$ cat src/inc/phs_pkg.sv
// Constants, register map and state encoding of the pulse handshake port
package phs_pkg;
    localparam int DATA_W = 32;
    localparam int CNT_W = 16;
    localparam int BUF_DEPTH = 2;
    localparam int CLK_NS = 10;
    localparam int ACK_MIN_NS = 125;
    localparam int REQ_OFF_NS = 150;
    localparam int DOA_NS = 25;
    localparam int RDO_MAX_NS = 50;
    localparam int ACK_MIN_CYC = (ACK_MIN_NS + CLK_NS - 1) / CLK_NS;
    localparam int REQ_OFF_CYC = (REQ_OFF_NS + CLK_NS - 1) / CLK_NS;
    localparam int DOA_CYC = (DOA_NS + CLK_NS - 1) / CLK_NS;
    localparam int RDO_MAX_CYC = (RDO_MAX_NS / CLK_NS < 1) ? 1 : RDO_MAX_NS / CLK_NS;
    localparam logic [7:0] OFS_CTRL = 8'h00;
    localparam logic [7:0] OFS_SETTLE = 8'h04;
    localparam logic [7:0] OFS_ACKW = 8'h08;
    localparam logic [7:0] OFS_TXDATA = 8'h0C;
    localparam logic [7:0] OFS_RXDATA = 8'h10;
    localparam logic [7:0] OFS_STATUS = 8'h14;
    localparam logic [7:0] OFS_COUNT = 8'h18;
    localparam int CTRL_EN = 0;
    localparam int CTRL_DIR = 1;
    localparam int CTRL_TRAIL = 2;
    localparam int CTRL_LATCH = 3;
    localparam int ST_RVALID = 0;
    localparam int ST_WREADY = 1;
    localparam int ST_STATE = 2;
    localparam int ST_ACK = 4;
    localparam int ST_REQ = 5;
    localparam int ST_HAVE = 6;
    localparam logic [3:0] CTRL_RST = 4'h0;
    localparam logic [CNT_W-1:0] SETTLE_RST = 16'h0000;
    localparam logic [CNT_W-1:0] ACKW_RST = CNT_W'(ACK_MIN_CYC);
    typedef enum logic [1:0] {
        PHS_IDLE = 2'b00,
        PHS_SETUP = 2'b01,
        PHS_ACK = 2'b11,
        PHS_WAIT = 2'b10
    } phs_state_e;
endpackage : phs_pkg

$ cat src/inc/phs_stream_if.sv
// Valid/ready carrier between the handshake engine and its word buffer
interface phs_stream_if #(parameter int W = 32);
    logic [W-1:0] wData;
    logic wValid;
    logic wReady;
    logic [W-1:0] rData;
    logic rValid;
    logic rReady;
    modport user (output wData, wValid, rReady, input wReady, rData, rValid);
    modport store (input wData, wValid, rReady, output wReady, rData, rValid);
endinterface : phs_stream_if

$ cat src/rtl/phs_port.sv
// Pulsed two-wire handshake engine for a strobed parallel port, APB controlled
// Behaviour
// RL1: With edge latching on in long-pulse input, the peripheral holds data from before the request edge to 10 ns after it.
// RL2: With edge latching off in long-pulse input, the peripheral holds data until the acknowledge, no hold after it.
// RL3: Each long-pulse acknowledge stays high at least 125 ns plus the settling delay.
// RL4: In long-pulse input the acknowledge ends no sooner than 150 ns after the request went inactive.
// RL5: With edge latching on in long-pulse output, the next word appears 0 to 50 ns after the request goes inactive.
// RL6: With edge latching off in long-pulse output, the word is valid at least 25 ns before the acknowledge rises.
// RL7: With edge latching off in long-pulse output, the word changes only at or after the request.
// RL8: In trailing-edge mode both sides send pulses whose trailing edge means ready for a transfer.
// RL9: In trailing-edge input an acknowledge pulse of programmable width goes out whenever a word can be taken.
// RL10: In trailing-edge input the peripheral strobes a word in by ending its request pulse after the acknowledge ends.
// RL11: In trailing-edge input a further acknowledge goes out only once room for another word exists.
// RL12: The settling delay widens the trailing-edge acknowledge, lengthening data setup on output.
// RL13: In trailing-edge output the word is driven first and only then the acknowledge marks it new.
// RL14: In trailing-edge output the peripheral takes the word on either acknowledge edge or before its request ends.
// RL15: In trailing-edge output the request trailing edge ends the acknowledge and asks for the next word.
// RL16: In long-pulse mode the settling delay lengthens the acknowledge instead of delaying its start.
// RL17: The settling delay and all least pulse widths are counted in whole cycles of the clock.
module phs_port import phs_pkg::*; #(
    parameter int DW = DATA_W
) (
    input wire logic clk,
    input wire logic rst,
    input wire logic psel,
    input wire logic penable,
    input wire logic pwrite,
    input wire logic [7:0] paddr,
    input wire logic [31:0] pwdata,
    output logic [31:0] prdata,
    output logic pready,
    output logic pslverr,
    input wire logic reqIn,
    output logic ackOut,
    input wire logic [DW-1:0] dataIn,
    output logic [DW-1:0] dataOut,
    output logic dataOeN
);
    typedef struct packed {
        phs_state_e st;
        logic [CNT_W:0] cnt;
        logic [7:0] lowCnt;
        logic riseP;
        logic fallP;
        logic reqQ;
        logic ackQ;
        logic oeNQ;
        logic haveWord;
        logic [DW-1:0] dOutQ;
        logic [DW-1:0] capQ;
        logic en;
        logic dirOut;
        logic trail;
        logic latch;
        logic [CNT_W-1:0] settle;
        logic [CNT_W-1:0] ackW;
        logic [31:0] xfers;
        logic [31:0] prdataQ;
        logic preadyQ;
        logic slverrQ;
        logic [CNT_W:0] ackLen;
        logic [7:0] dataAge;
    } phs_regs_s;

    phs_regs_s s, n;
    phs_stream_if #(.W(DW)) bufIf ();

    logic reqRise, reqFall, takeRise, takeFall, cntZero, access;
    logic [CNT_W:0] ackSum, ackLoad;
    logic [31:0] rdVal;
    logic rdErr, stall;

    phs_buf2 #(.W(DW), .DEPTH(BUF_DEPTH)) uBuf (
        .clk(clk),
        .rst(rst),
        .port(bufIf.store)
    );

    always_comb begin
        n = s;
        bufIf.wValid = 1'b0;
        bufIf.wData = dataIn;
        bufIf.rReady = 1'b0;
        takeRise = 1'b0;
        takeFall = 1'b0;
        rdVal = 32'h00000000;
        rdErr = 1'b0;
        stall = 1'b0;
        reqRise = reqIn && !s.reqQ;
        reqFall = !reqIn && s.reqQ;
        cntZero = (s.cnt == '0);
        access = psel && penable;
        // Settling delay stretches the pulse, never its start
        ackSum = {1'b0, (s.trail ? s.ackW : CNT_W'(ACK_MIN_CYC))} + {1'b0, s.settle}; // RL16 RL17
        ackLoad = (ackSum == '0) ? '0 : ackSum - (CNT_W+1)'(1);
        n.reqQ = reqIn;
        n.lowCnt = reqIn ? 8'h00 : ((s.lowCnt == 8'hFF) ? s.lowCnt : s.lowCnt + 8'h01);
        n.oeNQ = !(s.en && s.dirOut);
        if (reqRise && s.latch) begin
            n.capQ = dataIn; // RL1
        end
        if (s.st == PHS_ACK || s.st == PHS_SETUP) begin
            if (!cntZero) begin
                n.cnt = s.cnt - (CNT_W+1)'(1);
            end
        end
        // Next word follows the request's inactive edge within one cycle
        if (s.en && !s.trail && s.dirOut && s.latch && reqFall) begin
            bufIf.rReady = 1'b1; // RL5
            n.haveWord = bufIf.rValid;
            if (bufIf.rValid) begin
                n.dOutQ = bufIf.rData;
            end
        end
        if (!s.en) begin
            n.st = PHS_IDLE;
            n.ackQ = 1'b0;
            n.haveWord = 1'b0;
            takeRise = 1'b1;
            takeFall = 1'b1;
        end else begin
            case (s.st)
                PHS_IDLE: begin
                    if (!s.trail && !s.dirOut) begin
                        if ((s.riseP || reqRise) && bufIf.wReady) begin
                            // Word taken with the request edge or with the rising acknowledge
                            bufIf.wValid = 1'b1; // RL1 RL2
                            bufIf.wData = (s.latch && !reqRise) ? s.capQ : dataIn;
                            takeRise = 1'b1;
                            n.st = PHS_ACK;
                            n.ackQ = 1'b1;
                            n.cnt = ackLoad; // RL3
                        end
                    end else if (!s.trail) begin
                        if (s.latch && !s.haveWord && bufIf.rValid && !reqFall) begin
                            bufIf.rReady = 1'b1;
                            n.dOutQ = bufIf.rData;
                            n.haveWord = 1'b1;
                        end else if ((s.riseP || reqRise) && s.latch && s.haveWord) begin
                            takeRise = 1'b1;
                            n.st = PHS_ACK;
                            n.ackQ = 1'b1;
                            n.cnt = ackLoad; // RL3
                        end else if ((s.riseP || reqRise) && !s.latch && bufIf.rValid) begin
                            // Update only once the request is seen
                            bufIf.rReady = 1'b1; // RL7
                            n.dOutQ = bufIf.rData;
                            n.haveWord = 1'b1;
                            takeRise = 1'b1;
                            n.st = PHS_SETUP;
                            n.cnt = (CNT_W+1)'(DOA_CYC - 1); // RL6
                        end
                    end else if (!s.dirOut) begin
                        takeFall = 1'b1;
                        takeRise = 1'b1;
                        if (bufIf.wReady) begin
                            n.st = PHS_ACK; // RL9 RL11
                            n.ackQ = 1'b1;
                            n.cnt = ackLoad; // RL12
                        end
                    end else begin
                        takeRise = 1'b1;
                        if (bufIf.rValid) begin
                            bufIf.rReady = 1'b1; // RL13
                            n.dOutQ = bufIf.rData;
                            n.haveWord = 1'b1;
                            n.st = PHS_SETUP;
                            n.cnt = (CNT_W+1)'(DOA_CYC - 1);
                        end
                    end
                end
                PHS_SETUP: begin
                    if (cntZero) begin
                        n.st = PHS_ACK;
                        n.ackQ = 1'b1;
                        n.cnt = ackLoad; // RL12 RL13
                        takeFall = 1'b1;
                    end
                end
                PHS_ACK: begin
                    if (!s.trail && !s.dirOut) begin
                        // Inactive request must have lasted long enough first
                        if (cntZero && !reqIn && s.lowCnt >= 8'(REQ_OFF_CYC - 1)) begin
                            n.ackQ = 1'b0; // RL4
                            n.st = PHS_IDLE;
                            n.xfers = s.xfers + 32'h00000001;
                        end
                    end else if (!s.trail) begin
                        if (cntZero) begin
                            n.ackQ = 1'b0; // RL3
                            n.st = PHS_IDLE;
                            n.xfers = s.xfers + 32'h00000001;
                        end
                    end else if (!s.dirOut) begin
                        if (cntZero) begin
                            // Trailing edge tells the peripheral room is free
                            n.ackQ = 1'b0; // RL8
                            n.st = PHS_WAIT;
                            takeFall = 1'b1;
                        end
                    end else if (cntZero && (s.fallP || reqFall)) begin
                        // Request trailing edge closes the pulse and asks for more
                        n.ackQ = 1'b0; // RL15
                        takeFall = 1'b1;
                        n.st = PHS_IDLE;
                        n.xfers = s.xfers + 32'h00000001;
                    end
                end
                PHS_WAIT: begin
                    if (reqFall) begin
                        // Room was checked before the pulse, so the push cannot stall
                        bufIf.wValid = 1'b1; // RL10
                        bufIf.wData = dataIn;
                        takeFall = 1'b1;
                        n.st = PHS_IDLE;
                        n.xfers = s.xfers + 32'h00000001;
                    end
                end
                default: begin
                    n.st = PHS_IDLE;
                end
            endcase
        end
        if (takeRise) begin
            n.riseP = 1'b0;
        end
        if (takeFall) begin
            n.fallP = 1'b0;
        end
        // Edges seen in a consuming cycle are kept only if not consumed there
        if (reqRise && !takeRise) begin
            n.riseP = 1'b1;
        end
        if (reqFall && !takeFall) begin
            n.fallP = 1'b1;
        end
        if (reqRise && !s.dirOut && !s.trail && !takeRise) begin
            n.riseP = 1'b1;
        end
        // Register bus
        if (paddr == OFS_CTRL) begin
            rdVal = {28'h0000000, s.latch, s.trail, s.dirOut, s.en};
        end else if (paddr == OFS_SETTLE) begin
            rdVal = {16'h0000, s.settle};
        end else if (paddr == OFS_ACKW) begin
            rdVal = {16'h0000, s.ackW};
        end else if (paddr == OFS_TXDATA) begin
            rdErr = pwrite ? !s.dirOut : 1'b0;
            stall = pwrite && s.dirOut && !bufIf.wReady;
        end else if (paddr == OFS_RXDATA) begin
            rdVal = 32'(bufIf.rData);
            rdErr = pwrite || s.dirOut || !bufIf.rValid;
        end else if (paddr == OFS_STATUS) begin
            rdVal[ST_RVALID] = bufIf.rValid;
            rdVal[ST_WREADY] = bufIf.wReady;
            rdVal[ST_STATE +: 2] = s.st;
            rdVal[ST_ACK] = s.ackQ;
            rdVal[ST_REQ] = s.reqQ;
            rdVal[ST_HAVE] = s.haveWord;
        end else if (paddr == OFS_COUNT) begin
            rdVal = s.xfers;
        end else begin
            rdErr = 1'b1;
        end
        n.preadyQ = 1'b0;
        n.slverrQ = 1'b0;
        if (access && s.preadyQ) begin
            if (!s.slverrQ && pwrite) begin
                if (paddr == OFS_CTRL) begin
                    n.en = pwdata[CTRL_EN];
                    n.dirOut = pwdata[CTRL_DIR];
                    n.trail = pwdata[CTRL_TRAIL];
                    n.latch = pwdata[CTRL_LATCH];
                end else if (paddr == OFS_SETTLE) begin
                    n.settle = pwdata[CNT_W-1:0]; // RL17
                end else if (paddr == OFS_ACKW) begin
                    n.ackW = pwdata[CNT_W-1:0];
                end else if (paddr == OFS_TXDATA) begin
                    bufIf.wValid = 1'b1;
                    bufIf.wData = pwdata[DW-1:0];
                end
            end else if (!s.slverrQ && paddr == OFS_RXDATA) begin
                bufIf.rReady = 1'b1;
            end
        end else if (access && !stall) begin
            n.preadyQ = 1'b1;
            n.slverrQ = rdErr;
            n.prdataQ = (pwrite || rdErr) ? 32'h00000000 : rdVal;
        end
        n.ackLen = s.ackQ ? s.ackLen + (CNT_W+1)'(1) : (CNT_W+1)'(1);
        n.dataAge = (n.dOutQ != s.dOutQ) ? 8'h00 :
            ((s.dataAge == 8'hFF) ? s.dataAge : s.dataAge + 8'h01);
    end

    always_ff @(posedge clk) begin
        if (rst) begin
            s <= '0;
            s.st <= PHS_IDLE;
            s.oeNQ <= 1'b1;
            s.reqQ <= 1'b0;
            {s.latch, s.trail, s.dirOut, s.en} <= CTRL_RST;
            s.settle <= SETTLE_RST;
            s.ackW <= ACKW_RST;
        end else begin
            s <= n;
        end
    end

    assign prdata = s.prdataQ;
    assign pready = s.preadyQ;
    assign pslverr = s.slverrQ;
    assign ackOut = s.ackQ;
    assign dataOut = s.dOutQ;
    assign dataOeN = s.oeNQ;

    logic longIn, longOut, teIn, teOut;
    assign longIn = s.en && !s.trail && !s.dirOut;
    assign longOut = s.en && !s.trail && s.dirOut;
    assign teIn = s.en && s.trail && !s.dirOut;
    assign teOut = s.en && s.trail && s.dirOut;

    localparam int RDO_LAST = RDO_MAX_CYC - 1;
endmodule : phs_port

$ cat src/rtl/phs_buf2.sv
// Small word buffer with valid and ready on both sides
module phs_buf2 import phs_pkg::*; #(
    parameter int W = DATA_W,
    parameter int DEPTH = BUF_DEPTH
) (
    input wire logic clk,
    input wire logic rst,
    phs_stream_if.store port
);
    localparam int PW = (DEPTH > 1) ? $clog2(DEPTH) : 1;
    localparam int CW = $clog2(DEPTH + 1);
    typedef struct packed {
        logic [DEPTH-1:0][W-1:0] mem;
        logic [PW-1:0] wrPtr;
        logic [PW-1:0] rdPtr;
        logic [CW-1:0] count;
    } phs_buf_s;
    phs_buf_s s, n;
    logic push, pop;

    always_comb begin
        n = s;
        port.wReady = (s.count != CW'(DEPTH));
        port.rValid = (s.count != '0);
        port.rData = s.mem[s.rdPtr];
        push = port.wValid && port.wReady;
        pop = port.rReady && port.rValid;
        if (push) begin
            n.mem[s.wrPtr] = port.wData;
            n.wrPtr = (s.wrPtr == PW'(DEPTH - 1)) ? '0 : s.wrPtr + PW'(1);
        end
        if (pop) begin
            n.rdPtr = (s.rdPtr == PW'(DEPTH - 1)) ? '0 : s.rdPtr + PW'(1);
        end
        if (push && !pop) begin
            n.count = s.count + CW'(1);
        end else if (pop && !push) begin
            n.count = s.count - CW'(1);
        end
    end

    always_ff @(posedge clk) begin
        if (rst) begin
            s <= '0;
        end else begin
            s <= n;
        end
    end
endmodule : phs_buf2

$ cat config.mk
export PLATFORM = sky130hd
export DESIGN_NAME = phs_port
export DESIGN_NICKNAME = d
export VERILOG_FILES = /design/src/inc/phs_pkg.sv /design/src/inc/phs_stream_if.sv /design/src/rtl/phs_port.sv /design/src/rtl/phs_buf2.sv
export SDC_FILE = /design/constraint.sdc
export NUM_CORES = 1
export LEC_CHECK = 0
export CAP_MARGIN = 20
export CORE_AREA = 2 2 207 209
export DETAILED_ROUTE_END_ITERATION = 12
export DIE_AREA = 0 0 209 211
export DONT_BUFFER_PORTS = 1
export GPL_ROUTABILITY_DRIVEN = 0
export PLACE_DENSITY = 0.51
export SYNTH_ARGS = -nofsm -noshare
export SYNTH_HDL_FRONTEND = slang
export SYNTH_SLANG_ARGS = --single-unit
$ cat constraint.sdc
create_clock -name clk -period 3.9 [get_ports clk]
set_input_delay 0.78 -clock clk [delete_from_list [all_inputs] [get_ports clk]]
set_output_delay 0.78 -clock clk [all_outputs]
set_load 0.05 [all_outputs]
==> run summary <==
Post-synth top area cell: dfxtp_1
Congestion Overflow GR: 0
GRT Util Overall: 0.212
Design Area, Final: 15900 sq um
Synth-to-Final Area Change: 7.07%
Max Clk Rate: 0.278 GHz
Tcrit/Tclk final: 0.924
Synth Net Count: 2070
Worst-path clk slew: 0.07 ns
CTS Sinks: 267
Adder-cell area share of the yosys netlist: 0.0199
Vias post-DR: 13400
Cell Pwr Density: 362 nW/um^2
Relative slew slack: 0.335
Register area: 5350 sq um
Die Span X: 209 um
Detailed placer's ending HPWL: 33700 um
Post-synth EDFFs: 0
Routing usage on met1: 0.287
Crit path DAT: 4.06 ns
Main synth FF type: dfxtp_1
Synth Area in Compound Gates: 0.216
Mux share of post-synthesis cell area: 0.0465
Die Y: 211 um
Synth area leaders: dfxtp_1 (36%), nand2_1 (9.7%), a21oi_1 (8.3%), nor2_1 (5.0%), mux2i_1 (4.6%)
Switching Share: 0.223
Clk buf depth: 3
Commonest cells post-synth: nand2_1 (383), dfxtp_1 (267), a21oi_1 (246)
Cell Area, Synth: 14900 sq um
Synth top area share: 0.360
Final Hold Vio Count: 0
TritonCTS buffer count: 31
Starting DRT DRC Count: 957
Port-buffer cells: 0
Status: complete, no violations
Psw: 1.28 mW
Initial antenna violation count: 0
P_leak: 5.34 nW
Fin worst setup slack: 0.297 ns
Sequential area share after synthesis: 0.360
Clk_lat worst skew: 0.58 ns
Setup violators final: 0
Worst Setup Path Type: flip-flop to flip-flop
Busiest grt layer: met2
Max_cap viols: 0
Post-synthesis xor/xnor area fraction: 0.0424
Inserted Diodes: 0
Hold WC Path Type: input pin to flip-flop
Internal: 4.48 mW
WL/cell: 19.9 um
Post_cts resized: 0
Setup TNS: 0 ns
First-pass GRT wire length: 74100 um
Cell area after placement: 14900 sq um
DIE AREA: 44100 sq um
Worst slack, placed: 0.314 ns
ANT nets after route: 0
Distinct cell type count after synthesis: 84
Sequential Power Share: 0.475
Post-synth ARST share: 0
Met2 Use GR: 0.339
Cell Count, Final, Fillers Out: 2410
Layout Utilization: 0.381
Simple-gate share of the synthesized area: 0.246
RSZ-0062 raised after global routing: no
Area of the multi-input gates: 8510 sq um
Number of iterations in the first detailed-routing pass: 7
Root Buffer: clkbuf_16
Largest net degree at the start of global routing: 239
Avg Synthesized Cell Area: 7.54 sq um
Core Area: 41800 sq um
Postcts setup bufs: 0
I/O pin cnt: 146
Clk_skew: 0.0168 ns
Capturing element type of the critical path: flip-flop
Remaining DRCs: 0
Hold_ws: 0.329 ns
FP Rows: 75
Share of layout cells above drive strength 1: 0.0711
Placed cells: 2352
Tmin final: 3.60 ns
CTS tree: done
Initial Utilization: 0.356
Count leader, synth: nand2_1
Worst-path maximum fanout: 10
Via density: 5.54
Post-Route WL: 48000 um
Peak supply drop: 0.295 mV
Met3 Use GR: 0.0450
Fin nets: 1947
Post-synthesis register bit count: 267
Post-Synthesis Cells: 1969
Number of global-route vias before repair: 12600
Synthesis warning total: 0
Cts hold-fix bufs: 0
Power, Total: 5.77 mW
Crit start category: flip-flop
Final Max Tran Viols: 0
Fill cells: 4409
Measured slew at the worst slew-check pin: 0.997 ns
Critical path required time: 4.36 ns
Largest family of logic cells by synthesized area: simple AND/OR/NAND/NOR gates
Power share of the combinational group: 0.018
H-tree Lvls: 1
Clock network power share: 0.507
-- cell families (layout without fill, tap and decap cells) --
| logic type | after synthesis | in the layout |
|---|---|---|
| AND/OR/NAND/NOR | 808 | 808 |
| AO/OA/AOI/OAI | 523 | 523 |
| multiplexers | 69 | 69 |
| buffers and inverters | 207 | 109 |
| flip-flops | 267 | 267 |
| adder cells (fa/ha/maj) | 23 | 23 |
| XOR/XNOR | 72 | 72 |
-- flip-flops by register name, summed over array words and instances, names as in the netlist --
register	count
dataOut	32
s	131
ackOut	1
pready	1
pslverr	1
prdata	32
dataOeN	1
uBuf.s	68
-- metal layers --
| metal | vias up | part of all wire |
|---|---|---|
| met5 | - | 0 |
| met4 | 0 | 0.028 |
| met3 | 70 | 0.073 |
| met2 | 404 | 0.45 |
| met1 | 6311 | 0.45 |
| li1 | 6568 | - |
-- power by group through the flow --
stage | Combinational (mW) | Sequential (mW) | Clock [mW]
after floorplan | 0.116 | 2.79 | 0
after global placement | 0.105 | 2.80 | 0
after detailed placement | 0.105 | 2.80 | 0
after CTS | 0.106 | 2.74 | 2.98
after global routing | 0.117 | 2.74 | 3.09
final | 0.106 | 2.74 | 2.92
-- cells in the final DEF (no fill, tap or decap), types with 6 or more instances in the layout --
cell type	n
and2_1	28
o21bai_1	6
o211ai_1	12
nor2b_1	14
or4_1	7
mux2i_1	69
xnor2_1	25
o21ai_0	84
or3_1	9
nand2b_1	25
or2_2	12
and3_1	7
nor2_1	198
a21oi_1	246
o22ai_1	13
clkinv_2	8
inv_1	14
clkbuf_8	10
nand3_1	42
a211oi_1	44
xor2_1	47
o21ai_1	6
dfxtp_1	266
nor4_1	7
a22oi_1	31
nand2_1	383
clkbuf_16	31
nand4_1	15
and4_1	8
a31oi_1	9
a21o_1	7
ha_1	22
buf_4	32
nor3_1	19
-- critical path, stage by stage, from the launching register on --
cell      delay [ns]
dfxtp_1         0.33
nand2b_1        0.15
ha_1            0.22
fa_1            0.45
a211oi_2        0.41
o21ai_2         0.19
o211a_1         0.30
o211ai_2        0.30
nand4_1         0.19
nor4_4          0.30
buf_4           0.24
nor3_2          0.10
a22oi_1         0.19
o22ai_1         0.12
-- final cells by class --
| type | count | share of cell area |
|---|---|---|
| Clock buffer | 45 | 0.0584 |
| Inverter | 17 | 0.00401 |
| Multi-Input combinational cell | 1495 | 0.535 |
| Timing Repair Buffer | 34 | 0.0176 |
| Tap cell | 539 | 0.0424 |
| Clock inverter | 13 | 0.00653 |
| Sequential cell | 267 | 0.336 |
-- path summary, 6_finish.rpt --
check        cells past startpoint      start     end  slack, ns
min reg2reg                      2     s[128]  s[128]       0.45
max reg2reg                     13      s[91]  s[216]       0.30
min                              2  pwdata[0]   s[91]       0.33
max                             13      s[91]  s[216]       0.30
Power figures use the tool's default switching activity.
